### src/standby_pkg.sv
// Shared constants and types of the standby controller.
package standby_pkg;

    // Register byte offsets.
    localparam logic [7:0] OFS_SETTLE_SEL = 8'h00;
    localparam logic [7:0] OFS_CLOCK_CTRL = 8'h04;
    localparam logic [7:0] OFS_STATUS = 8'h08;
    localparam logic [7:0] OFS_EVENTS = 8'h0C;
    localparam logic [7:0] OFS_RELEASE_COUNT = 8'h10;

    // Field layout of the clock control register.
    localparam int CLK_SUB_EN_BIT = 0;
    localparam int CLK_LOW_OSC_EN_BIT = 1;
    localparam int CLK_TIMER_SUB_BIT = 2;

    // Field layout of the event register.
    localparam int EVT_STOP_REFUSED_BIT = 0;
    localparam int EVT_INT_RELEASE_BIT = 1;
    localparam int EVT_RESET_RELEASE_BIT = 2;

    // Field layout of the status register.
    localparam int STS_STATE_LSB = 0;
    localparam int STS_SERVICE_BIT = 4;
    localparam int STS_STANDBY_BIT = 5;

    // Reset values.
    localparam logic [2:0] SETTLE_SEL_RESET = 3'h0;
    localparam logic [2:0] CLOCK_CTRL_RESET = 3'h3;
    localparam logic [2:0] EVENTS_RESET = 3'h0;
    localparam logic [7:0] RELEASE_COUNT_RESET = 8'h00;

    // Highest settle select code; larger codes are clamped to it.
    localparam logic [2:0] SETTLE_SEL_MAX = 3'h4;

    // Release waits in core clocks, loaded into the wait counter.
    localparam int WAIT_VECTORED_CLOCKS = 10;
    localparam int WAIT_NEXT_CLOCKS = 3;

    // Width of the wait counter.
    localparam int WAIT_CNT_W = 20;

    // AHB encodings used by the slave.
    localparam logic [2:0] HSIZE_WORD = 3'h2;
    localparam logic HRESP_OKAY = 1'b0;

    typedef enum logic [2:0] {
        ST_RUN,
        ST_HALT,
        ST_STOP,
        ST_SETTLE,
        ST_RELEASE
    } standby_state_t;

endpackage

### src/wait_counter.sv
// Down counter that pulses when a loaded number of clocks has elapsed.
`timescale 1ns/1ns
module wait_counter #(
    parameter int W = 20
) (
    // Clock and reset
    input wire logic hclk,
    input wire logic hresetn,
    // Control
    input wire logic load,
    input wire logic [W-1:0] load_val,
    // Result
    output logic done
);
    typedef struct packed {
        logic [W-1:0] cnt;
        logic done;
    } cnt_state_t;

    cnt_state_t s_q;
    cnt_state_t s_d;

    always_comb begin
        s_d = s_q;
        s_d.done = 1'b0;
        if (load) begin
            s_d.cnt = load_val;
        end else if (s_q.cnt != '0) begin
            s_d.cnt = s_q.cnt - 1'b1;
            s_d.done = (s_q.cnt == {{(W-1){1'b0}}, 1'b1});
        end
    end

    always_ff @(posedge hclk or negedge hresetn) begin
        if (!hresetn) begin
            s_q <= '0;
        end else begin
            s_q <= s_d;
        end
    end

    assign done = s_q.done;
endmodule // wait_counter

### src/ahb_reg_port.sv
// AHB-Lite slave front end turning bus transfers into register strobes.
`timescale 1ns/1ns
module ahb_reg_port (
    // Clock and reset
    input wire logic hclk,
    input wire logic hresetn,
    // AHB-Lite slave
    input wire logic hsel,
    input wire logic [31:0] haddr,
    input wire logic [1:0] htrans,
    input wire logic hwrite,
    input wire logic [2:0] hsize,
    input wire logic hready,
    input wire logic [31:0] hwdata,
    output logic hreadyout,
    output logic hresp,
    output logic [31:0] hrdata,
    // Register side
    output logic wr_en,
    output logic [7:0] wr_addr,
    output logic [31:0] wr_data,
    output logic [7:0] rd_addr,
    input wire logic [31:0] rd_data
);
    import standby_pkg::*;

    typedef struct packed {
        logic wr_pend;
        logic [7:0] wr_addr;
        logic rd_pend;
        logic [7:0] rd_addr;
        logic [31:0] rdata;
        logic ready;
    } bus_state_t;

    bus_state_t s_q;
    bus_state_t s_d;
    logic take;

    // A read that follows a write directly waits one cycle, so it sees the new value.
    always_comb begin
        s_d = s_q;
        take = hsel && htrans[1] && hready;
        s_d.wr_pend = take && hwrite && (hsize == HSIZE_WORD);
        if (take && hwrite) begin
            s_d.wr_addr = haddr[7:0];
        end
        if (s_q.rd_pend) begin
            s_d.rdata = rd_data;
            s_d.rd_pend = 1'b0;
            s_d.ready = 1'b1;
        end else if (take && !hwrite) begin
            if (s_q.wr_pend) begin
                s_d.rd_pend = 1'b1;
                s_d.rd_addr = haddr[7:0];
                s_d.ready = 1'b0;
            end else begin
                s_d.rdata = rd_data;
            end
        end
    end

    always_ff @(posedge hclk or negedge hresetn) begin
        if (!hresetn) begin
            s_q <= '{default: '0, ready: 1'b1};
        end else begin
            s_q <= s_d;
        end
    end

    assign rd_addr = s_q.rd_pend ? s_q.rd_addr : haddr[7:0];
    assign wr_en = s_q.wr_pend;
    assign wr_addr = s_q.wr_addr;
    assign wr_data = hwdata;
    assign hreadyout = s_q.ready;
    assign hresp = HRESP_OKAY;
    assign hrdata = s_q.rdata;
endmodule // ahb_reg_port

### src/standby_halt_stop_control.sv
// Standby controller: HALT release, STOP entry and clock gating of the core.
//
// Operation
// - Unmasked interrupt ends HALT, service or next.
// - Vectored release waits ten or eleven clocks.
// - Non-vectored release waits three or four clocks.
// - Reset in HALT ends standby, fetches reset vector.
// - Mask, rank, accept, in-service flags decide release.
// - STOP only by instruction from main clock.
// - Pending request turns STOP into HALT, settle wait.
// - STOP gates core clock, oscillators, flash.
// - STOP keeps subclock, low-speed oscillator, RAM, ports.
// - Timer counts in STOP only on subsystem clock.
//
// Local design decisions: the AHB-Lite register port and the address map.
`timescale 1ns/1ns
module standby_halt_stop_control #(
    parameter int SETTLE_BASE_CYCLES = 2048
) (
    // Clock and reset
    input wire logic hclk,
    input wire logic hresetn,
    // AHB-Lite slave
    input wire logic hsel,
    input wire logic [31:0] haddr,
    input wire logic [1:0] htrans,
    input wire logic hwrite,
    input wire logic [2:0] hsize,
    input wire logic hready,
    input wire logic [31:0] hwdata,
    output logic hreadyout,
    output logic hresp,
    output logic [31:0] hrdata,
    // Core instruction events
    input wire logic halt_exec,
    input wire logic stop_exec,
    input wire logic cpu_on_main_clock,
    input wire logic reset_req,
    // Interrupt controller
    input wire logic int_request,
    input wire logic request_mask_flag,
    input wire logic low_rank_flag,
    input wire logic global_accept_flag,
    input wire logic in_service_level_flag,
    // Clock and memory controls
    output logic cpu_clock_en,
    output logic high_speed_osc_en,
    output logic main_crystal_osc_en,
    output logic ext_main_clock_valid,
    output logic flash_en,
    output logic subsystem_clock_en,
    output logic low_speed_osc_en,
    output logic timer16_count_en,
    output logic ram_retain,
    output logic port_latch_hold,
    // Resume events to the core
    output logic vector_service,
    output logic resume_next,
    output logic reset_vector_fetch,
    output logic standby_active
);
    import standby_pkg::*;

    typedef struct packed {
        standby_state_t st;
        logic svc;

        // Software registers.
        logic [2:0] settle_sel;
        logic [2:0] clk_ctrl;
        logic [2:0] events;
        logic [7:0] release_count;

        // Output flops.
        logic cpu_clk;
        logic hs_osc;
        logic x1_osc;
        logic ext_valid;
        logic flash;
        logic sub_clk;
        logic low_osc;
        logic timer_en;
        logic ram_hold;
        logic port_hold;
        logic vec;
        logic nxt;
        logic rst_fetch;
        logic standby;
    } ctl_state_t;

    ctl_state_t s_q;
    ctl_state_t s_d;

    // Register strobes from the bus front end.
    logic wr_en;
    logic [7:0] wr_addr;
    logic [31:0] wr_data;
    logic [7:0] rd_addr;
    logic [31:0] rd_data;

    // Wait counter handshake.
    logic cnt_load;
    logic [WAIT_CNT_W-1:0] cnt_val;
    logic cnt_done;

    // Release decision terms.
    logic unmasked;
    logic service;
    logic [2:0] sel_clamped;
    logic [WAIT_CNT_W-1:0] settle_len;
    logic [2:0] ev_set;
    logic [2:0] ev_clr;

    ahb_reg_port u_bus (
        .hclk(hclk),
        .hresetn(hresetn),
        .hsel(hsel),
        .haddr(haddr),
        .htrans(htrans),
        .hwrite(hwrite),
        .hsize(hsize),
        .hready(hready),
        .hwdata(hwdata),
        .hreadyout(hreadyout),
        .hresp(hresp),
        .hrdata(hrdata),
        .wr_en(wr_en),
        .wr_addr(wr_addr),
        .wr_data(wr_data),
        .rd_addr(rd_addr),
        .rd_data(rd_data)
    );

    wait_counter #(
        .W(WAIT_CNT_W)
    ) u_wait (
        .hclk(hclk),
        .hresetn(hresetn),
        .load(cnt_load),
        .load_val(cnt_val),
        .done(cnt_done)
    );

    // Read multiplexer; unmapped offsets read as zero.
    always_comb begin
        rd_data = 32'h0000_0000;
        case (rd_addr)
            OFS_SETTLE_SEL: begin
                rd_data[2:0] = s_q.settle_sel;
            end

            OFS_CLOCK_CTRL: begin
                rd_data[2:0] = s_q.clk_ctrl;
            end

            OFS_STATUS: begin
                rd_data[STS_STATE_LSB +: 3] = s_q.st;
                rd_data[STS_SERVICE_BIT] = s_q.svc;
                rd_data[STS_STANDBY_BIT] = s_q.standby;
            end

            OFS_EVENTS: begin
                rd_data[2:0] = s_q.events;
            end

            OFS_RELEASE_COUNT: begin
                rd_data[7:0] = s_q.release_count;
            end

            default: begin
                rd_data = 32'h0000_0000;
            end
        endcase
    end

    always_comb begin
        s_d = s_q;
        cnt_load = 1'b0;
        cnt_val = '0;
        ev_set = 3'h0;
        ev_clr = 3'h0;
        s_d.vec = 1'b0;
        s_d.nxt = 1'b0;
        s_d.rst_fetch = 1'b0;

        unmasked = int_request && !request_mask_flag;
        // A high-rank request needs only the accept flag; a low-rank one needs in-service too.
        service = global_accept_flag && (!low_rank_flag || in_service_level_flag);

        sel_clamped = (s_q.settle_sel > SETTLE_SEL_MAX) ? SETTLE_SEL_MAX : s_q.settle_sel;
        settle_len = WAIT_CNT_W'(SETTLE_BASE_CYCLES) << sel_clamped;

        if (wr_en) begin
            case (wr_addr)
                OFS_SETTLE_SEL: begin
                    s_d.settle_sel = wr_data[2:0];
                end

                OFS_CLOCK_CTRL: begin
                    s_d.clk_ctrl = wr_data[2:0];
                end

                OFS_EVENTS: begin
                    ev_clr = wr_data[2:0];
                end

                default: begin
                    s_d.settle_sel = s_q.settle_sel;
                end
            endcase
        end

        case (s_q.st)
            ST_RUN: begin
                if (stop_exec && cpu_on_main_clock) begin
                    if (unmasked) begin
                        // STOP is skipped at once; oscillators stay up for the settle wait, then HALT follows.
                        s_d.st = ST_SETTLE;
                        cnt_load = 1'b1;
                        cnt_val = settle_len;
                    end else begin
                        s_d.st = ST_STOP;
                    end
                end else if (stop_exec) begin
                    ev_set[EVT_STOP_REFUSED_BIT] = 1'b1;
                end else if (halt_exec) begin
                    s_d.st = ST_HALT;
                end
            end

            ST_HALT: begin
                if (unmasked) begin
                    s_d.st = ST_RELEASE;
                    s_d.svc = service;
                    cnt_load = 1'b1;
                    if (service) begin
                        cnt_val = WAIT_CNT_W'(WAIT_VECTORED_CLOCKS);
                    end else begin
                        cnt_val = WAIT_CNT_W'(WAIT_NEXT_CLOCKS);
                    end
                end
            end

            ST_STOP: begin
                if (unmasked) begin
                    s_d.st = ST_SETTLE;
                    cnt_load = 1'b1;
                    cnt_val = settle_len;
                end
            end

            ST_SETTLE: begin
                if (cnt_done) begin
                    s_d.st = ST_HALT;
                end
            end

            ST_RELEASE: begin
                if (cnt_done) begin
                    s_d.st = ST_RUN;
                    s_d.vec = s_q.svc;
                    s_d.nxt = !s_q.svc;
                    ev_set[EVT_INT_RELEASE_BIT] = 1'b1;
                    s_d.release_count = s_q.release_count + 8'h01;
                end
            end

            default: begin
                s_d.st = ST_RUN;
            end
        endcase

        // Reset overrides every state and restarts from the reset vector.
        if (reset_req) begin
            if (s_q.st != ST_RUN) begin
                ev_set[EVT_RESET_RELEASE_BIT] = 1'b1;
            end
            s_d.st = ST_RUN;
            s_d.svc = 1'b0;
            s_d.vec = 1'b0;
            s_d.nxt = 1'b0;
            s_d.rst_fetch = 1'b1;
            cnt_load = 1'b1;
            cnt_val = '0;
        end

        // A hardware event in the same cycle as its clear stays set.
        s_d.events = (s_q.events & ~ev_clr) | ev_set;

        // Outputs follow the next state so each one leaves a flip-flop.
        s_d.cpu_clk = (s_d.st == ST_RUN);
        s_d.hs_osc = (s_d.st != ST_STOP);
        s_d.x1_osc = (s_d.st != ST_STOP);
        s_d.ext_valid = (s_d.st != ST_STOP);
        s_d.flash = (s_d.st != ST_STOP);
        // Sub clock and low-speed oscillator follow software only, so STOP leaves them as they were.
        s_d.sub_clk = s_d.clk_ctrl[CLK_SUB_EN_BIT];
        s_d.low_osc = s_d.clk_ctrl[CLK_LOW_OSC_EN_BIT];
        s_d.ram_hold = (s_d.st == ST_STOP);
        s_d.port_hold = (s_d.st == ST_STOP);
        s_d.timer_en = (s_d.st != ST_STOP) || s_d.clk_ctrl[CLK_TIMER_SUB_BIT];
        s_d.standby = (s_d.st != ST_RUN);
    end

    always_ff @(posedge hclk or negedge hresetn) begin
        if (!hresetn) begin
            s_q <= '{
                st: ST_RUN,
                settle_sel: SETTLE_SEL_RESET,
                clk_ctrl: CLOCK_CTRL_RESET,
                events: EVENTS_RESET,
                release_count: RELEASE_COUNT_RESET,
                cpu_clk: 1'b1,
                hs_osc: 1'b1,
                x1_osc: 1'b1,
                ext_valid: 1'b1,
                flash: 1'b1,
                sub_clk: 1'b1,
                low_osc: 1'b1,
                timer_en: 1'b1,
                default: '0
            };
        end else begin
            s_q <= s_d;
        end
    end

    assign cpu_clock_en = s_q.cpu_clk;
    assign high_speed_osc_en = s_q.hs_osc;
    assign main_crystal_osc_en = s_q.x1_osc;
    assign ext_main_clock_valid = s_q.ext_valid;
    assign flash_en = s_q.flash;
    assign subsystem_clock_en = s_q.sub_clk;
    assign low_speed_osc_en = s_q.low_osc;
    assign timer16_count_en = s_q.timer_en;
    assign ram_retain = s_q.ram_hold;
    assign port_latch_hold = s_q.port_hold;

    assign vector_service = s_q.vec;
    assign resume_next = s_q.nxt;
    assign reset_vector_fetch = s_q.rst_fetch;
    assign standby_active = s_q.standby;
endmodule // standby_halt_stop_control

### config.mk
export PLATFORM = sky130hd
export DESIGN_NAME = standby_halt_stop_control
export DESIGN_NICKNAME = d
export VERILOG_FILES = /design/src/standby_pkg.sv /design/src/wait_counter.sv /design/src/ahb_reg_port.sv /design/src/standby_halt_stop_control.sv
export SDC_FILE = /design/constraint.sdc
export NUM_CORES = 1
export LEC_CHECK = 0
export BUFFER_PORTS_ARGS = -buffer_cell sky130_fd_sc_hd__buf_4
export CORE_UTILIZATION = 55
export CTS_CLUSTER_DIAMETER = 100
export DETAILED_ROUTE_END_ITERATION = 7
export PLACE_DENSITY = 0.87
export SETUP_SLACK_MARGIN = 0.3
export SYNTH_ARGS = -nofsm -noshare
export SYNTH_HDL_FRONTEND = slang
export SYNTH_HIERARCHICAL = 1
export SYNTH_SLANG_ARGS = --single-unit
### constraint.sdc
create_clock -name hclk -period 2.9 [get_ports hclk]
set_input_delay 0.435 -clock hclk [delete_from_list [all_inputs] [get_ports hclk]]
set_output_delay 0.435 -clock hclk [all_outputs]
set_load 0.05 [all_outputs]
==> impl_results.md <==
- Status: finished, final reports clean
- Largest net degree at the start of global routing: 54
- Crit path max fanout: 5
- Final Cycle Share: 0.810
- Layout Skew: 0.00993 ns
- CTS clk-pin slew, worst paths: 0.10 ns
- Dpl ws: 0.571 ns
- Design area: 5840 µm²
- Slew headroom: 0.516
- IO buf count: 75
- Ant diodes: 0
- Setup crit end kind: flip-flop
- Most common cell after layout, fill and taps aside: dfrtp_1
- Slowest cell delay on critical path: 0.59 ns
- CORE AREA: 9200 µm²
- CTS tree: built
- Placer congestion estimate: 0.858
- Power Density: 580 nW/µm²
- Setup-failing EPs final: 0
- Vias in the first global route: 3424
- R2R setup slack: 0.55 ns
- DRC: 0
- Worst-Margin Slew: 0.723 ns
- Area Overhead vs Synth: 12.2%
- CTS root buffer: clkbuf_8
- Kind of critical path: reg2reg
- RSZ-0062 raised after global routing: false
- ANT nets after route: 0
- Post-DP Area: 5660 µm²
- Post_cts resized: 0
- Post-CTS setup buffers: 0
- NumNets Final: 590
- Leakage: 2.75 nW
- Most frequent cells in the layout: dfrtp_1, buf_4, mux2_2
- Avg WL per Cell: 15.3 µm
- DRT iter0 DRCs: 114
- Sum Neg Setup Slack: 0 ns
- Num ports: 131
- Initial Util: 0.566
- Max capacitance violation total: 0
- Detailed Place HPWL: 6910 µm
- # fillers: 735
- Peak supply drop: 330 µV
- Fin worst setup slack: 0.551 ns
- Worst-skew pair later-pin latency: 0.37 ns
- Vias per cell: 5.41
- Required @ worst endpoint: 3.15 ns
- Initial antenna violation count: 0
- Post-synthesis area per instance: 11.9 µm²
- First-pass GRT wire length: 16200 µm
- Share of cells above drive strength 1: 0.389
- Mapped cell area: 5210 µm²
- Clk buf depth: 2
- CTS Sinks: 101
- Routed wire length: 9470 µm
- Worst path slowest cell: or4_4
- Hold Crit Class: in2async
- Initial DRT Pass Iterations: 4
- Max Slew Vio Count: 0
- Hold Vio Cnt, Final: 0
- Crit start category: flip-flop
- Warnings, synthesis: 6
- Chip Height: 99.3 µm
- Worst Path Arrival: 2.60 ns
- Post-route minimum period: 2.35 ns
- Hold_buf cts: 0
- Die area: 9860 µm²
- Depth of the CTS H-tree: 3
- CP Cell Sequence: or4_4 -> or2_4 -> a2111oi_0 -> xor2_1 -> mux2_2
- All-Layer GR Usage: 0.210
- Inserted Clock Buffers: 9
- Synthesized instance count: 436
- Die extent in x: 99.3 µm
- Num rows: 35
- Fmax: 0.426 GHz
- Routed vias: 3343
- Congestion Overflow GR: 0
per-layer routing:
metal  track usage  vias up  share of wire
met1         0.261     1650           0.42
met3        0.0534       13          0.040
met2         0.363       79           0.53
met4        0.0645        0          0.014
li1              -     1601              -
met5             0        -              0
sequential cells by signal (all words and copies together) (netlist names), 8 cells and up:
signal	count
u_bus/s_q	9
u_bus/wr_addr	8
u_bus/hrdata	32
s_q	21
u_wait/s_q	20
worst paths after layout:
kind / depth (start not counted) / startpoint / to
setup / recovery: 5 / u_wait/s_q[9] / u_wait/s_q[13]
hold / removal: 1 / hresetn / u_bus/hrdata[14]
setup reg to reg: 5 / u_wait/s_q[9] / u_wait/s_q[13]
hold reg to reg: 1 / s_q[21] / s_q[21]
max in group asynchronous: 2 / hresetn / u_bus/hreadyout
min in group hclk: 2 / hsize[0] / u_bus/wr_en
power by group:
| group | leakage, nW | internal, W | total, W | switching [W] |
|---|---|---|---|---|
| Sequential | 1.28 | 0.00156 | 0.00167 | 0.000108 |
| Clock | 0.0933 | 0.000325 | 0.000827 | 0.000502 |
| Combinational | 1.38 | 0.000326 | 0.000893 | 0.000567 |
worst max-delay path, delay by kind of cell, from the launching register on:
| family | cells | cell delay (ns) |
|---|---|---|
| xor gates and xnor gates | 1 | 0.12 |
| and+or+nand+nor | 2 | 0.85 |
| muxes | 1 | 0.29 |
| DFF | 1 | 0.42 |
| AOI/OAI and AO/OA | 1 | 0.55 |
cell type report:
type / instances / area [µm²] / area share
sequential: 101 / 2530 / 0.434
multi-input combinational: 300 / 2330 / 0.399
timing repair buffer: 81 / 621 / 0.106
tap: 111 / 139 / 0.0238
clock buffer: 9 / 124 / 0.0212
clock inverter: 6 / 57.6 / 0.00985
inverter: 10 / 37.5 / 0.00642
metrics by stage:
stage	cells	total power (W)	util	hold WS, ns
6_report	618	0.00339	0.635	0.0935
5_1_grt	618	0.00356	0.635	0.127
4_1_cts	618	0.00342	0.635	0.105
3_5_place_dp	603	0.00259	0.616	0.450
3_3_place_gp	603	0.00256	0.616	0.447
2_1_floorplan	471	0.00245	-	0.139
(Power assumes the default switching activity.)
